--- src/core/smc_pkg.sv ---
// Constants and field layout for the SMBus control block
package smc_pkg;

  // Core clock and prescaler base
  localparam int CLK_MHZ = 125;
  localparam int PRESCALE_BASE_NS = 32;
  // Core cycles per half prescaler unit (the low phase is half the period)
  localparam int HALF_CYC_PER_UNIT = (PRESCALE_BASE_NS * CLK_MHZ) / 2000;

  // Glitch filter delays; "about" figures, rounded down to whole cycles
  localparam int FILT_NORMAL_NS = 1000;
  localparam int FILT_FAST_NS = 100;
  localparam int FILT_W = 8;
  localparam logic [FILT_W-1:0] FILT_NORMAL_CYC =
    FILT_W'((FILT_NORMAL_NS * CLK_MHZ) / 1000);
  localparam logic [FILT_W-1:0] FILT_FAST_CYC =
    FILT_W'((FILT_FAST_NS * CLK_MHZ) / 1000);
  localparam logic [FILT_W-1:0] FILT_OFF_CYC = 8'h00;

  // Control register field positions
  localparam int PRESCALE_LSB = 0;
  localparam int PRESCALE_W = 16;
  localparam int IGN_ARB_BIT = 16;
  localparam int IGN_SUM_BIT = 17;
  localparam int SMODE_LSB = 18;
  localparam int MMODE_LSB = 20;
  localparam int MODE_W = 2;

  // Values after reset
  localparam logic [15:0] PRESCALE_SLOW = 16'h0139;
  localparam logic [15:0] PRESCALE_FAST = 16'h0053;
  localparam logic [1:0] MODE_RST = 2'h0;
  localparam logic IGN_RST = 1'b0;

  // Filter mode encodings
  localparam logic [1:0] MODE_NORMAL = 2'h0;
  localparam logic [1:0] MODE_FAST = 2'h1;
  localparam logic [1:0] MODE_OFF = 2'h2;
  localparam logic [1:0] MODE_RSVD = 2'h3;

  // Pin lane indices
  localparam int LANE_MCLK = 0;
  localparam int LANE_MDAT = 1;
  localparam int LANE_SCLK = 2;
  localparam int LANE_SDAT = 3;
  localparam int LANES = 4;

endpackage

--- src/core/smc_if.sv ---
// Carriers between the control top and its filter and prescaler
`timescale 1ns/10ps
`default_nettype none

interface smc_lane_if;
  import smc_pkg::*;
  logic raw;
  logic [FILT_W-1:0] delay;
  logic clean;
  modport ctl (output raw, output delay, input clean);
  modport filt (input raw, input delay, output clean);
endinterface

interface smc_pre_if;
  logic [15:0] period;
  logic run;
  logic level;
  modport ctl (output period, input run, input level);
  modport gen (input period, output run, output level);
endinterface

`default_nettype wire

--- src/core/smc_control.sv ---
// SMBus control register with prescaler, glitch filters and overrides
`timescale 1ns/10ps
`default_nettype none

module smc_control
  import smc_pkg::*;
(
  input wire logic clk,
  input wire logic rst,
  // Control register port
  input wire logic ctl_wr_en,
  input wire logic [31:0] ctl_wr_data,
  output logic [31:0] ctl_rd_data,
  // Boot strap
  input wire logic master_slow_select,
  // Master bus pins
  input wire logic master_bus_clock,
  output logic master_bus_clock_low,
  output logic master_bus_clock_en,
  input wire logic master_bus_data,
  output logic master_bus_data_low,
  output logic master_bus_data_en,
  // Slave bus pins
  input wire logic slave_bus_clock,
  output logic slave_bus_clock_low,
  output logic slave_bus_clock_en,
  input wire logic slave_bus_data,
  output logic slave_bus_data_low,
  output logic slave_bus_data_en,
  // Master and slave engine side
  input wire logic master_busy,
  input wire logic master_data_pull,
  input wire logic slave_busy,
  input wire logic slave_clock_hold,
  input wire logic slave_data_pull,
  input wire logic arb_lost,
  input wire logic sum_bad,
  output logic arb_abort,
  output logic sum_error,
  output logic master_phase,
  output logic master_clock_seen,
  output logic master_data_seen,
  output logic slave_clock_seen,
  output logic slave_data_seen
);

  typedef struct packed {
    logic [15:0] prescale;
    logic ign_arb;
    logic ign_sum;
    logic [1:0] smode;
    logic [1:0] mmode;
    logic [15:0] act_prescale;
    logic [1:0] act_smode;
    logic [1:0] act_mmode;
    logic strap_s1;
    logic strap_s2;
    logic [LANES-1:0] pin_s1;
    logic [LANES-1:0] pin_s2;
    logic [31:0] rd_data;
    logic mclk_en;
    logic mdat_en;
    logic sclk_en;
    logic sdat_en;
    logic arb_abort;
    logic sum_error;
    logic phase;
    logic [LANES-1:0] seen;
  } smc_state_t;

  smc_state_t st_r;
  smc_state_t st_nxt;

  smc_lane_if lane [LANES] ();
  smc_pre_if pre ();

  logic [LANES-1:0] clean;

  ////////////////////////////////////////////////////////////////////////
  // Filter delay decode, shared by master and slave lanes

  function automatic logic [FILT_W-1:0] filt_cycles(input logic [1:0] mode);
    logic [FILT_W-1:0] cyc;
    case (mode)
      MODE_NORMAL: cyc = FILT_NORMAL_CYC;
      MODE_FAST: cyc = FILT_FAST_CYC;
      MODE_OFF: cyc = FILT_OFF_CYC;
      default: cyc = FILT_NORMAL_CYC; // Reserved never gets stored
    endcase
    return cyc;
  endfunction

  ////////////////////////////////////////////////////////////////////////
  // Filters on the four bus lines, fed from the synchronisers

  genvar gi;
  generate
    for (gi = 0; gi < LANES; gi++)
    begin : g_lane
      assign lane[gi].raw = st_r.pin_s2[gi];
      // slave lanes use the slave mode
      // master lanes use the master mode
      assign lane[gi].delay = (gi < LANE_SCLK) ?
        filt_cycles(st_r.act_mmode) : filt_cycles(st_r.act_smode);
      assign clean[gi] = lane[gi].clean;
      smc_glitch_filter u_filt (
        .clk (clk),
        .rst (rst),
        .lane (lane[gi])
      );
    end
  endgenerate

  ////////////////////////////////////////////////////////////////////////
  // Prescaler runs from the applied setting only

  assign pre.period = st_r.act_prescale;

  smc_prescaler u_pre (
    .clk (clk),
    .rst (rst),
    .pre (pre)
  );

  ////////////////////////////////////////////////////////////////////////
  // Next-state logic

  always_comb
  begin
    st_nxt = st_r;

    // Pins and strap cross in through two flops
    st_nxt.pin_s1 = {slave_bus_data, slave_bus_clock,
                     master_bus_data, master_bus_clock};
    st_nxt.pin_s2 = st_r.pin_s1;
    st_nxt.strap_s1 = master_slow_select;
    st_nxt.strap_s2 = st_r.strap_s1;

    // Register write; a reserved mode code leaves the field alone
    if (ctl_wr_en)
    begin
      st_nxt.prescale = ctl_wr_data[PRESCALE_LSB +: PRESCALE_W];
      st_nxt.ign_arb = ctl_wr_data[IGN_ARB_BIT];
      st_nxt.ign_sum = ctl_wr_data[IGN_SUM_BIT];
      if (ctl_wr_data[SMODE_LSB +: MODE_W] != MODE_RSVD)
      begin
        st_nxt.smode = ctl_wr_data[SMODE_LSB +: MODE_W];
      end
      if (ctl_wr_data[MMODE_LSB +: MODE_W] != MODE_RSVD)
      begin
        st_nxt.mmode = ctl_wr_data[MMODE_LSB +: MODE_W];
      end
    end

    if (!master_busy)
    begin
      st_nxt.act_prescale = st_r.prescale;
      st_nxt.act_mmode = st_r.mmode;
    end
    if (!slave_busy)
    begin
      st_nxt.act_smode = st_r.smode;
    end

    // pull clock low only in the low phase
    st_nxt.mclk_en = master_busy & pre.run & ~pre.level;
    st_nxt.mdat_en = master_busy & master_data_pull;
    st_nxt.sclk_en = slave_busy & slave_clock_hold;
    st_nxt.sdat_en = slave_busy & slave_data_pull;
    st_nxt.phase = pre.level;

    st_nxt.arb_abort = arb_lost & ~st_r.ign_arb;
    st_nxt.sum_error = sum_bad & ~st_r.ign_sum;

    st_nxt.seen = clean;

    // Synchronous reset; strap keeps shifting so it is caught here
    if (rst)
    begin
      st_nxt.prescale = st_r.strap_s2 ? PRESCALE_SLOW : PRESCALE_FAST;
      st_nxt.act_prescale = st_nxt.prescale;
      st_nxt.ign_arb = IGN_RST;
      st_nxt.ign_sum = IGN_RST;
      st_nxt.smode = MODE_RST;
      st_nxt.mmode = MODE_RST;
      st_nxt.act_smode = MODE_RST;
      st_nxt.act_mmode = MODE_RST;
      st_nxt.mclk_en = 1'b0;
      st_nxt.mdat_en = 1'b0;
      st_nxt.sclk_en = 1'b0;
      st_nxt.sdat_en = 1'b0;
      st_nxt.arb_abort = 1'b0;
      st_nxt.sum_error = 1'b0;
      st_nxt.phase = 1'b1;
      st_nxt.seen = '1;
    end

    // Read view always mirrors the stored fields; unused bits are zero
    st_nxt.rd_data = '0;
    st_nxt.rd_data[PRESCALE_LSB +: PRESCALE_W] = st_nxt.prescale;
    st_nxt.rd_data[IGN_ARB_BIT] = st_nxt.ign_arb;
    st_nxt.rd_data[IGN_SUM_BIT] = st_nxt.ign_sum;
    st_nxt.rd_data[SMODE_LSB +: MODE_W] = st_nxt.smode;
    st_nxt.rd_data[MMODE_LSB +: MODE_W] = st_nxt.mmode;
  end

  always_ff @(posedge clk)
  begin
    st_r <= st_nxt;
  end

  ////////////////////////////////////////////////////////////////////////
  // Outputs; open-drain lines only ever pull low

  assign ctl_rd_data = st_r.rd_data;
  assign master_bus_clock_low = 1'b0;
  assign master_bus_clock_en = st_r.mclk_en;
  assign master_bus_data_low = 1'b0;
  assign master_bus_data_en = st_r.mdat_en;
  assign slave_bus_clock_low = 1'b0;
  assign slave_bus_clock_en = st_r.sclk_en;
  assign slave_bus_data_low = 1'b0;
  assign slave_bus_data_en = st_r.sdat_en;
  assign arb_abort = st_r.arb_abort;
  assign sum_error = st_r.sum_error;
  assign master_phase = st_r.phase;
  assign master_clock_seen = st_r.seen[LANE_MCLK];
  assign master_data_seen = st_r.seen[LANE_MDAT];
  assign slave_clock_seen = st_r.seen[LANE_SCLK];
  assign slave_data_seen = st_r.seen[LANE_SDAT];

endmodule

`default_nettype wire

--- src/core/smc_glitch_filter.sv ---
// Glitch filter: output follows the input once it has held steady
`timescale 1ns/10ps
`default_nettype none

module smc_glitch_filter
  import smc_pkg::*;
(
  input wire logic clk,
  input wire logic rst,
  smc_lane_if.filt lane
);

  typedef struct packed {
    logic clean;
    logic [FILT_W-1:0] cnt;
  } smc_filt_t;

  smc_filt_t st_r;
  smc_filt_t st_nxt;

  // Count steady cycles; any bounce back restarts the wait
  always_comb
  begin
    st_nxt = st_r;
    if (lane.delay == '0)
    begin
      st_nxt.clean = lane.raw;
      st_nxt.cnt = '0;
    end
    else if (lane.raw == st_r.clean)
    begin
      st_nxt.cnt = '0;
    end
    else if (st_r.cnt >= lane.delay - 8'h01)
    begin
      st_nxt.clean = lane.raw;
      st_nxt.cnt = '0;
    end
    else
    begin
      st_nxt.cnt = st_r.cnt + 8'h01;
    end
    // Idle bus floats high
    if (rst)
    begin
      st_nxt.clean = 1'b1;
      st_nxt.cnt = '0;
    end
  end

  always_ff @(posedge clk)
  begin
    st_r <= st_nxt;
  end

  assign lane.clean = st_r.clean;

endmodule

`default_nettype wire

--- src/core/smc_prescaler.sv ---
// Master bus clock prescaler: square wave, period = setting x 32 ns
`timescale 1ns/10ps
`default_nettype none

module smc_prescaler
  import smc_pkg::*;
(
  input wire logic clk,
  input wire logic rst,
  smc_pre_if.gen pre
);

  typedef struct packed {
    logic run;
    logic level;
    logic [16:0] cnt;
  } smc_pre_t;

  smc_pre_t st_r;
  smc_pre_t st_nxt;
  logic [16:0] half_cyc;

  // Each phase lasts half the period, which sets the minimum low time
  assign half_cyc = 17'(pre.period) * 17'(HALF_CYC_PER_UNIT);

  always_comb
  begin
    st_nxt = st_r;
    if (pre.period <= 16'h0001)
    begin
      st_nxt.run = 1'b0;
      st_nxt.level = 1'b1;
      st_nxt.cnt = '0;
    end
    else if (st_r.cnt >= half_cyc - 17'h00001)
    begin
      st_nxt.run = 1'b1;
      st_nxt.level = ~st_r.level;
      st_nxt.cnt = '0;
    end
    else
    begin
      st_nxt.run = 1'b1;
      st_nxt.cnt = st_r.cnt + 17'h00001;
    end
    if (rst)
    begin
      st_nxt.run = 1'b0;
      st_nxt.level = 1'b1;
      st_nxt.cnt = '0;
    end
  end

  always_ff @(posedge clk)
  begin
    st_r <= st_nxt;
  end

  assign pre.run = st_r.run;
  assign pre.level = st_r.level;

endmodule

`default_nettype wire

--- config.mk ---
export PLATFORM = sky130hd
export DESIGN_NAME = smc_control
export DESIGN_NICKNAME = d
export VERILOG_FILES = /design/src/core/smc_pkg.sv /design/src/core/smc_if.sv /design/src/core/smc_control.sv /design/src/core/smc_glitch_filter.sv /design/src/core/smc_prescaler.sv
export SDC_FILE = /design/constraint.sdc
export NUM_CORES = 1
export LEC_CHECK = 0
export BUFFER_PORTS_ARGS = -buffer_cell sky130_fd_sc_hd__buf_2
export CAP_MARGIN = 0
export CORE_MARGIN = 3
export CORE_UTILIZATION = 52
export CTS_CLUSTER_DIAMETER = 150
export DETAILED_ROUTE_END_ITERATION = 10
export GPL_TIMING_DRIVEN = 1
export HOLD_SLACK_MARGIN = 0.03
export PLACE_DENSITY = 0.76
export REMOVE_ABC_BUFFERS = 1
export SYNTH_ARGS = -nofsm -noshare
export SYNTH_HDL_FRONTEND = slang
export SYNTH_HIERARCHICAL = 1
export SYNTH_SLANG_ARGS = --single-unit
--- constraint.sdc ---
create_clock -name clk -period 3.24 [get_ports clk]
set_input_delay 0.648 -clock clk [delete_from_list [all_inputs] [get_ports clk]]
set_output_delay 0.648 -clock clk [all_outputs]
set_load 0.01 [all_outputs]
Word-level counts from Yosys, hierarchy flattened:

Cells that the tools add are included.

* $lt $le $gt $ge: 6
* eq/ne operators: 15
* bitwise logic cells: 10
* reductions and logical operators: 16
* add/subtract/negate cells: 8
* multiplexer cells: 33

Operators with widths (number)
* $mux 8: 8
* $mux 9: 5
* $mux 42: 1
* $add 8x1->8 const B: 4
* $ge 8x8->1: 4
* $pmux 7 s2: 2
* $mux 22: 1
* $mux 19: 1
* $add 17x1->17 const B: 1
* $ge 17x17->1: 1
* $mux 17: 1
* $sub 17x1->17 const B: 1
* $le 16x1->1 const B: 1
* $logic_not 8->1: 2
* $mux 16: 1
* $reduce_or 4->1: 4
* $sub 7x1->8 const B: 2
* $ne 2x2->1 const B: 5
* $mux 1: 9
* $mux 2: 4
* $reduce_and 2->1: 4
* $reduce_bool 2->1: 4
* $and 1x1->1: 7
* $eq 1x1->1: 4
* other kinds (6): 11

* logic and storage cells: 120
* input bits: 47
* register bits: 140
* output and inout port bits: 47

Logic depth before layout (Yosys ltp):

Gate-level depths: netlist (run 1).

* depth after elaboration: 7
* gate-level depth with buffers: 13
* gate-level depth less buffers: 13

Modules after synthesis:

The synthesis (run 1) kept the hierarchy.

Modules (own cells, without submodules)
* smc_control: cells an instance 198, area an instance 2449.8 sq um, times used 1, sequential area each 1471.4 sq um
* smc_glitch_filter (g_lane[0].u_filt ...): cells an instance 72, area an instance 659.4 sq um, times used 3, sequential area each 180.2 sq um
* smc_prescaler: cells an instance 164, area an instance 1416.4 sq um, times used 1, sequential area each 380.4 sq um
* smc_glitch_filter (g_lane[3].u_filt): cells an instance 75, area an instance 653.1 sq um, times used 1, sequential area each 180.2 sq um

Worst setup path after synthesis (run 1):

Ideal clock, no wire load.

* kind: reg-to-reg
* start point: register st_r[53] (netlist name)
* end point: register g_lane[0].u_filt.st_r, in the netlist g_lane[0].u_filt/lane.clean
* arrival time: 3043 ps
* library setup time: 129 ps
* buffers on the path: 0
* required time: 3111 ps
* setup slack: 68 ps
* clock period less this slack: 3172 ps
* stages on the path, launching flop included: 13
* path through: dfxtp_1 inv_1 ha_1 inv_1 ha_1 nand2_1 nor3_1 xnor2_1 ha_1 and2_0 a221oi_1 o221ai_4 mux2i_1

* longest elaborated chain between the ends: 6
* elaborated cells between the ends (all ways): 10
* those cells by class: add/sub (1); order compare (1); eq/ne (3); mux (2); reduce/logical (3)

RTL lines
* from (decl): RTL line smc_control.sv:71 `smc_state_t st_r;`
* from (signal assigned): RTL line smc_control.sv:209 `st_r <= st_nxt;`
* $eq 2x2->1 or $eq 2x1->1 (tied branches): RTL line smc_control.sv:84 `case (mode)`
* $pmux 7 s2 (*): RTL line smc_control.sv:84
* via lane[0].delay[0]: RTL line smc_if.sv:8 `logic [FILT_W-1:0] delay;`
* $sub 7x1->8: RTL line smc_glitch_filter.sv:34 `else if (st_r.cnt >= lane.delay - 8'h01)`
* $ge 8x8->1: RTL line smc_glitch_filter.sv:34
* $reduce_bool 2->1 (no line)
* $reduce_and 2->1 (no line)
* to (signal assigned): RTL line smc_glitch_filter.sv:53 `st_r <= st_nxt;`
* to (decl): RTL line smc_glitch_filter.sv:18 `smc_filt_t st_r;`

Mark *: on every way through the listed nets, which the timed path passes. The rest lies on a longest branch.
A chain may end at the register's enable or synchronous reset.

Final worst setup path (run 1):

* start point: register st_r, in the netlist pre.period[5]
* end point: register u_pre.st_r, in the netlist u_pre/pre.level

* longest elaborated chain between the ends: 2
* elaborated cells between the ends (all ways): 4
* those cells by class: add/sub (1); order compare (2); reduce/logical (1)

RTL lines
* $sub 17x1->17 or $le 16x1->1 (tied branches): RTL line smc_prescaler.sv:35, smc_prescaler.sv:29
* $ge 17x17->1 or $reduce_or 2->1 (tied branches)
* to (signal assigned): RTL line smc_prescaler.sv:56 `st_r <= st_nxt;`
* to (decl): RTL line smc_prescaler.sv:19 `smc_pre_t st_r;`

Several ways; a longest one is shown, not always the timed one.

==> results by stage, run 1 <==
Status:
- The run finished with clean final reports.

GRT:
- Entering global routing, the biggest net connects 27 pins.
- For this run the aggregate overflow at the end of global routing stands at 0.
- The total routing usage reported by global routing is 18.5%.
- The number of antenna violations at the first check in global routing is 0.
- The number of global-route vias before repair is 4,615.
- The first global-routing pass estimated 20.9 mm of wire.

Timing:
- Derived from the worst setup path, the maximum achievable clock frequency is 320 MHz.
- Summed over all failing endpoints, the final setup total negative slack is 0 ps.
- Dividing the final minimum period by the clock period gives 96.6%.
- The count of pins over their slew limit is 0.
- The worst path needs 3130 ps of the cycle, external delays included.
- For the pin with the worst max-slew slack, the measured transition is 588 ps.
- The final setup violation count is 0.
- The final worst clock skew is 5.33 ps.
- The count of endpoints failing hold in the final timing report was 0.
- In this run the tightest slew margin relative to its limit is 60.8%.

Synthesis:
- Of all cell types, the one taking the most synthesized area is dfxtp_1.
- The share of the Yosys chip area taken by registers is 39.6%.
- Counting every instance in the synthesized netlist gives 653.
- By area the synthesized netlist is led by dfxtp_1, ha_1, edfxtp_1, xnor2_1, xor2_1.
- The share of the synthesized area in the top cell type is 29.9%.
- The count of flip-flops with a built-in enable after synthesis is 21.
- The post-synthesis cell area is 6500 um^2.
- The unique cell type count in the Yosys netlist is 59.
- For this run, the number of Yosys warnings is 6.
- The most frequently used flop master after synthesis is dfxtp_1.
- The post-synthesis register bit count is 118.
- The proportion of register bits with asynchronous set or reset after synthesis is 0%.
- Averaged over all synthesized cells, the footprint is 9.95 um^2.

CTS:
- The later pin in the worst-skew pair is clocked with a latency of 420 ps.
- The TritonCTS buffer count is 17.
- After clock tree synthesis, the flow added hold-fix buffers numbering 0.
- TritonCTS built the clock tree.
- The H-tree was split into 4 levels.
- The clock net in this run drives a total of 118 sinks.
- The deepest clock path buffer count is 2.
- CTS placed an instance of clkbuf_16 at the clock tree root.
- The clock edge transition at the registers on the reported setup and hold paths is 50 ps.

Die:
- The initial utilization of the core area, before any placement, comes to 53.6%.
- The core box area is 12,100 um^2.
- The overall die area is 13,900 um^2.
- The die height is 118 um.
- Measured along the x axis, the die boundary spans 118 um.
- The I/O pin total is 94.
- The number of cell rows is 40.

Worst setup path:
- The signal on the critical path passes through or3_4, or4_4, nor3_2, xnor2_1, ha_1, nand4_1, nor3_1, o211ai_1, nand3_1, mux2_2.
- The critical path in this run is classified as register to register.
- The worst setup path is captured at a register.
- The number of cells on the worst reg-to-reg path is 10.
- The slowest stage of the critical path is the or4_4 cell.
- In this run the worst path has a maximum fanout of 4.
- The kind of cell with the highest combined delay on the critical path is simple AND/OR/NAND/NOR gates.
- The critical path startpoint is pre.period[5].
- The total number of cells along the worst setup path is 10.
- The start of the worst register-to-register path is pre.period[5].
- Across all register-to-register paths, the minimum setup slack is 110 ps.
- For the worst setup path, the data required time is 3550 ps.
- The largest single stage delay on the critical path is 530 ps.
- The worst register-to-register path ends at u_pre/pre.level.
- The data arrival at the endpoint of the critical path is 3430 ps.
- The buffering stage count on the worst path with inverters included is 0.
- The kind of start point of the critical path is a register.

Hold path:
- In this run the most critical hold path is launched from st_nxt[44].
- Counting instances, the worst hold path has a depth of 0.
- The type of the worst min-delay path is register to register.
- The end of the worst hold path is lane[1].raw.

Drt:
- The first TritonRoute pass finished after 4 iterations.
- The total routed wirelength is 12.7 mm.
- In the final routed layout, each cell accounts on average for 13.9 um.
- In this run the remaining antenna-violating nets after routing total 0.
- Using the TritonRoute via totals, the vias-per-cell ratio works out to 5.07.
- After detailed routing, the number of remaining DRC violations is 0.
- For this block, the initial DRC count from the detailed router was 207.
- For this block, the via count after detailed routing is 4,621.

Placement:
- The routability congestion estimate from global placement is 0.839.
- The count of input and output buffers is 69.
- Once detailed placement completed, the half-perimeter wirelength came to 9.16 mm.

Layout:
- 0 antenna diodes ended up in the layout.
- At the end of the flow, the number of nets in the layout was 840.
- The area overhead of the layout relative to synthesis is 15.1%.
- In the final layout, the share of cells above drive strength 1 is 18.4%.

Power and ir drop:
- The design draws 0.00363 W.
- Power spread over the standard cell area amounts to 485 nW/um^2.
- The analysis attributes to cell leakage a power of 3.28 nW.
- The maximum vdd drop is 0.353 mV.

Flow run:
- Across the run, the number of max-cap violations was 0.
-- metal layers --
layer	global-route usage (%)	up-vias	part of all wire [%]
li1	-	2363	-
met1	21.9	2145	44
met2	31.6	85	50
met3	4.76	28	3.9
met4	8.28	0	2.6
met5	0	-	0
-- worst register-to-register path: stages (launching register included) --
cell and delay [ps]:
edfxtp_1 440, or3_4 420, or4_4 530, nor3_2 160, xnor2_1 100, ha_1 300
nand4_1 140, nor3_1 200, o211ai_1 210, nand3_1 170, mux2_2 340
-- cells by family after synthesis --
| family | after synthesis | synth area share, % |
|---|---|---|
| adder cells (fa/ha/maj) | 61 | 11.7 |
| AO/OA/AOI/OAI | 56 | 7.24 |
| multiplexers | 21 | 3.25 |
| XOR/XNOR | 81 | 10.9 |
| other | 1 | 0.0577 |
| flip-flops | 118 | 39.6 |
| buffers and inverters | 80 | 7.57 |
| AND/OR/NAND/NOR | 235 | 19.6 |
-- metrics by stage --
step                hold WS, ps  area, um^2  std cells  worst slack [ps]  util (%)
floorplan                   310        6230        634              68.2         -
global placement            314        6840        878               208      56.5
finish                      323        7480        911               111      61.7
CTS                         318        7390        908              66.9      61.0
detailed placement          312        6840        878               119      56.5
global route                320        7480        911             -59.0      61.7
-- Yosys cell counts, drive strengths merged, types with 2 or more instances --
cell	count
xnor2	44
nand2	21
nor3b	6
dfxtp	97
a31oi	2
o21a	4
buf	47
or3	3
nand3	28
and2	3
nor4	6
o2111ai	4
a211oi	3
inv	32
ha	61
a22o	3
nand2b	7
o21ai	9
or2	8
edfxtp	21
nand4	7
nor2b	13
xor2	37
o211a	2
or4	5
o221ai	3
a21oi	9
a21o	9
nor3	40
nor2	70
and3	15
mux2i	20
a221oi	3
-- cell usage in the layout, fill, tap and decap left out, types with 17 or more instances in the layout --
cell type / synthesis / final
nor3_1: 38 / 35
nand2_1: 21 / 21
xor2_1: 37 / 37
clkbuf_16: 0 / 17
buf_2: 2 / 69
nor2_1: 70 / 70
xnor2_1: 44 / 44
ha_1: 61 / 60
mux2i_1: 20 / 20
inv_1: 32 / 32
edfxtp_1: 21 / 21
dfxtp_1: 97 / 97
nand3_1: 27 / 27
conb_1: 1 / 30
-- power breakdown --
part           leakage [nW]  internal [W]  total (W)  switching, W
clock network         0.270       0.00112    0.00172      0.000603
registers              1.01       0.00155    0.00160     0.0000438
logic                  2.00      0.000132   0.000309      0.000176
total                  3.28       0.00281    0.00363      0.000823
-- worst max path at each step --
| stage | end | slack [ps] |
|---|---|---|
| CTS | u_pre/pre.level | 70 |
| finish | u_pre/pre.level | 110 |
| floorplan | g_lane[0].u_filt/lane.clean | 70 |
| detailed placement | u_pre/pre.level | 120 |
| global placement | u_pre/pre.level | 210 |
| global route | u_pre/pre.level | -60 |
-- what timing repair did --
| action | in CTS | in global routing |
|---|---|---|
| setup buffers | 0 | 2 |
| setup endpoints to repair | 0 | 28 |
| resized for setup | 0 | 11 |
-- final cells by class --
class | count | area [um^2]
Clock buffer | 26 | 499
Inverter | 32 | 120
Fill cell | 1007 | 4640
Sequential cell | 118 | 2570
Clock inverter | 4 | 45.0
Timing Repair Buffer | 78 | 413
Tap cell | 168 | 210
Multi-Input combinational cell | 485 | 3620
-- flip-flops by register name, indices dropped and copies added, names as in the netlist, 4 cells and up --
signal and count:
g_lane.u_filt/st_r 32, st_r 22, u_pre/st_r 17, pre.period 16
ctl_rd_data 5, st_nxt 5, g_lane.u_filt/lane.clean 4, lane.raw 4
Power figures use the tool's default switching activity.
==> inputs of run 2 (changes only) <==
Settings changed: ABC_AREA set to 1, CORE_UTILIZATION 52 to 53, CTS_CLUSTER_SIZE set to 16, HOLD_SLACK_MARGIN 0.03 to not set, PLACE_DENSITY 0.76 to 0.77.
==> results by stage, run 2 <==
Status:
- Run status: finished, final reports clean (unchanged).

Worst setup path:
- The data arrival at the endpoint of the critical path came to 3190 ps (was 3430 ps).
- The endpoint type of the worst setup path is a register (unchanged).
- The capture point of the worst reg-to-reg path is g_lane[2].u_filt/st_r[7] (was u_pre/pre.level).
- The worst setup path endpoint is g_lane[2].u_filt/st_r[7] (was u_pre/pre.level).
- The kind of cell with the highest combined delay on the critical path is simple AND/OR/NAND/NOR gates (unchanged).
- The start of the worst register-to-register path is st_r[55] (was pre.period[5]).
- Cell chain of the critical path: inv_1, ha_1, inv_1, ha_1, inv_1, nor2_1, nand2_1, o31ai_1, nand2_1, inv_1, ha_1, nand2_1, inv_1, nand2_1, nand2_1, nor2_4, nand3_4, nor2_2 (was or3_4, or4_4, nor3_2, xnor2_1, ha_1, nand4_1, nor3_1, o211ai_1, nand3_1, mux2_2).
- The largest fanout on the critical path was 13 (was 4).
- The kind of start point of the critical path is a register (unchanged).
- The buffering stage count on the worst path with inverters included was 5 (was 0).
- The register-to-register setup slack was 410 ps (was 110 ps).
- The critical path startpoint is st_r[55] (was pre.period[5]).
- The highest-delay cell along the critical path is ha_1 (was or4_4).
- The category of the critical setup timing path is register to register (unchanged).
- The total number of cells along the worst setup path came to 18 (was 10).
- The length in cells of the worst reg-to-reg path is 18 (was 10).
- The largest stage delay on the critical path came to 460 ps (was 530 ps).
- The required time of the critical path came to 3600 ps (was 3550 ps).

Drt:
- The routed via count is 5,313 (was 4,621).
- The number of remaining DRC errors is 0 (unchanged).
- The average vias per placed instance is 4.60 (was 5.07).
- The number of optimization iterations in the first detailed-route pass was 4 (unchanged).
- The total routed wirelength is 12.5 mm (was 12.7 mm).
- The final antenna-violating net count came to 0 (unchanged).
- The routed wire length per instance was 10.9 um (was 13.9 um).
- The number of design-rule violations left by the first detailed-router iteration is 264 (was 207).

CTS:
- The number of post-CTS setup repair buffers came to 0 (unchanged).
- The post-CTS resize count was 0 (unchanged).
- The deepest clock path buffer count came to 2 (unchanged).
- The clock edge transition at the registers on the reported setup and hold paths is 60 ps (was 50 ps).
- The TritonCTS buffer count is 17 (unchanged).
- The number of buffers inserted by hold repair at cts is 0 (unchanged).
- The clock latency reported for the late side of the worst-skew pair was 420 ps (about the same).
- The clock root buffer was clkbuf_16 (unchanged).
- The CTS H-tree depth is 4 (unchanged).
- The number of clock sinks is 118 (unchanged).
- The clock tree from TritonCTS is built (unchanged).

Layout:
- The antenna diode count came to 0 (unchanged).
- The number of flip-flops under the largest register name is 32 (unchanged).
- The final standard cell area without fillers is 7880 um^2 (was 7480 um^2).
- The net count reported at finish is 1,078 (was 840).
- Regs by FF count: g_lane.u_filt/st_r (32), st_r (22), u_pre/st_r (17) (unchanged).
- Top library cells by usage in the layout, fill and taps aside: nand2_1, nor2_1, inv_1, dfxtp_1, buf_2 (was dfxtp_1, nor2_1, buf_2, ha_1, xnor2_1).
- The area overhead of the layout relative to synthesis came to 12.5% (was 15.1%).
- The final cell count without fillers is 1,155 (was 911).
- The share of post-route cells with drive strength above 1 is 17.1% (was 18.4%).
- The register name with the most flops is g_lane.u_filt/st_r (unchanged).
- The most common library cell in the layout ignoring fill and taps is nand2_1 (was dfxtp_1).

Synthesis:
- The post-synthesis cell area is 7010 um^2 (was 6500 um^2).
- The post-synthesis average cell area is 7.82 um^2 (was 9.95 um^2).
- The proportion of register bits with asynchronous set or reset after synthesis is 0% (unchanged).
- The unique cell type count in the Yosys netlist was 30 (was 59).
- The most frequently used flop master after synthesis is dfxtp_1 (unchanged).
- The sequential cell area fraction in the yosys report was 36.7% (was 39.6%).
- The number of warnings issued by yosys is 6 (unchanged).
- The count of flip-flops with a built-in enable after synthesis is 21 (unchanged).
- The most frequent cell after synthesis is nand2_1 (was dfxtp_1).
- The post-synthesis cell count is 896 (was 653).
- The cell taking the most area after synthesis is dfxtp_1 (unchanged).
- The post-synthesis register bit count is 118 (unchanged).
- The share of the synthesized area in the top cell type came to 27.7% (was 29.9%).
- Most common library cells after synthesis: nand2_1, nor2_1, inv_1 (was dfxtp_1, nor2_1, ha_1).
- Synth top area cells: dfxtp_1, ha_1, nand2_1, edfxtp_1, nor2_1 (was dfxtp_1, ha_1, edfxtp_1, xnor2_1, xor2_1).

Power and ir drop:
- The maximum vdd drop came to 0.459 mV (was 0.353 mV).
- The static leakage is 3.80 nW (was 3.28 nW).
- The total power density per cell area came to 465 nW/um^2 (was 485 nW/um^2).
- The total power is 0.00366 W (was 0.00363 W).

Die:
- The core box area was 12,800 um^2 (was 12,100 um^2).
- The I/O pin total came to 94 (unchanged).
- The number of cell rows is 41 (was 40).
- The effective utilization at floorplan is 54.9% (was 53.6%).
- The width of the die came to 121 um (was 118 um).
- The overall die area is 14,600 um^2 (was 13,900 um^2).
- The die height was 121 um (was 118 um).

GRT:
- The overall overflow remaining after global route came to 0 (unchanged).
- The pin count of the biggest net entering global routing is 36 (was 27).
- The number of global-route vias before repair came to 4,993 (was 4,615).
- The number of antenna violations at the first check in global routing is 0 (unchanged).
- The first-pass GRT wire length is 21.8 mm (was 20.9 mm).
- The total routing usage reported by global routing was 18.5% (about the same).

Timing:
- The headroom to the max-slew limit is 55.8% (was 60.8%).
- The slew at the pin closest to its max-slew limit is 662 ps (was 588 ps).
- The count of endpoints failing hold in the final timing report is 0 (unchanged).
- The count of pins over their slew limit is 0 (unchanged).
- The final worst clock skew is 5.00 ps (was 5.33 ps).
- The final setup violation count came to 0 (unchanged).
- The post-route clock period utilization is 87.2% (was 96.6%).
- Setup repair after global routing left no endpoint under its margin.
- The time the final worst path needs with I/O delays and setup is 2830 ps (was 3130 ps).
- The setup total negative slack was 0 ps (unchanged).
- The timing-limited maximum frequency came to 354 MHz (was 320 MHz).

Placement:
- The instance area at placement is 7350 um^2 (was 6840 um^2).
- The routability congestion estimate from global placement is 0.823 (was 0.839).
- The count of input and output buffers is 69 (unchanged).
- The placed wire-length estimate is 9.46 mm (was 9.16 mm).
- The number of instances in the placed design is 1,123 (was 878).

Flow run:
- The number of max-cap violations was 0 (unchanged).

Hold path:
- The type of the worst min-delay path is input pin to register (was register to register).
==> run 2: final cells by class <==
class / count / area, um^2
Timing Repair Buffer: 72 / 368
Tap cell: 172 / 215
Inverter: 122 / 458
Sequential cell: 118 / 2570
Clock buffer: 17 / 425
Multi-Input combinational cell: 639 / 3740
Clock inverter: 15 / 105
Fill cell: 1145 / 4890
==> run 2: how the worst min path moves through the flow <==
| stage | startpoint | endpoint | slack (ps) | depth (start not counted) |
|---|---|---|---|---|
| after global placement | st_nxt[51] | st_r[51] | 310 | 0 |
| after floorplan | st_nxt[43] | lane[0].raw | 310 | 0 |
| final | slave_bus_data | st_nxt[46] | 320 | 1 |
| after global routing | slave_bus_data | st_nxt[46] | 310 | 1 |
| after detailed placement | st_nxt[51] | st_r[51] | 310 | 0 |
| after CTS | master_bus_clock | st_nxt[43] | 310 | 1 |
==> run 2: report_power, final <==
group          switching, W  internal, W  total (W)
Combinational      0.000244     0.000152   0.000396
Sequential        0.0000407      0.00155    0.00159
Clock              0.000700     0.000973    0.00167
Total              0.000985      0.00268    0.00366
==> run 2: layer usage <==
metal	up-vias	track usage [%]	share of wire, %	wire [um]
li1	2874	-	-	-
met1	2353	22.5	46	5750
met3	26	4.52	3.0	375
met2	60	30.5	48	6060
met4	0	9.63	2.8	352
met5	-	0	0	0
==> run 2: worst reg2reg max path: cells and delay by family, from the launching register on <==
family | cells | cell delay (ps)
DFF | 1 | 330
buffers and inverters | 5 | 400
and+or+nand+nor | 9 | 990
adders and majority gates | 3 | 870
AOI/OAI and AO/OA | 1 | 200
==> run 2: cells by family (layout without fill, tap and decap cells) <==
logic type	count (synthesis)	count (layout)	synth area share [%]
compound gates	33	33	2.57
flops	118	118	36.7
buf+inv	168	226	11.5
simple gates	445	445	29.5
xor+xnor	70	70	8.75
other cells	1	30	0.0535
fa+ha+maj	61	61	10.9
==> run 2: stage by stage <==
stage	utilization (%)	hold WS (ps)	worst slack (ps)
final	61.7	323	414
after global routing	61.7	307	81.0
after CTS	61.7	307	379
after detailed placement	57.6	312	416
after global placement	57.6	312	461
after floorplan	-	310	513
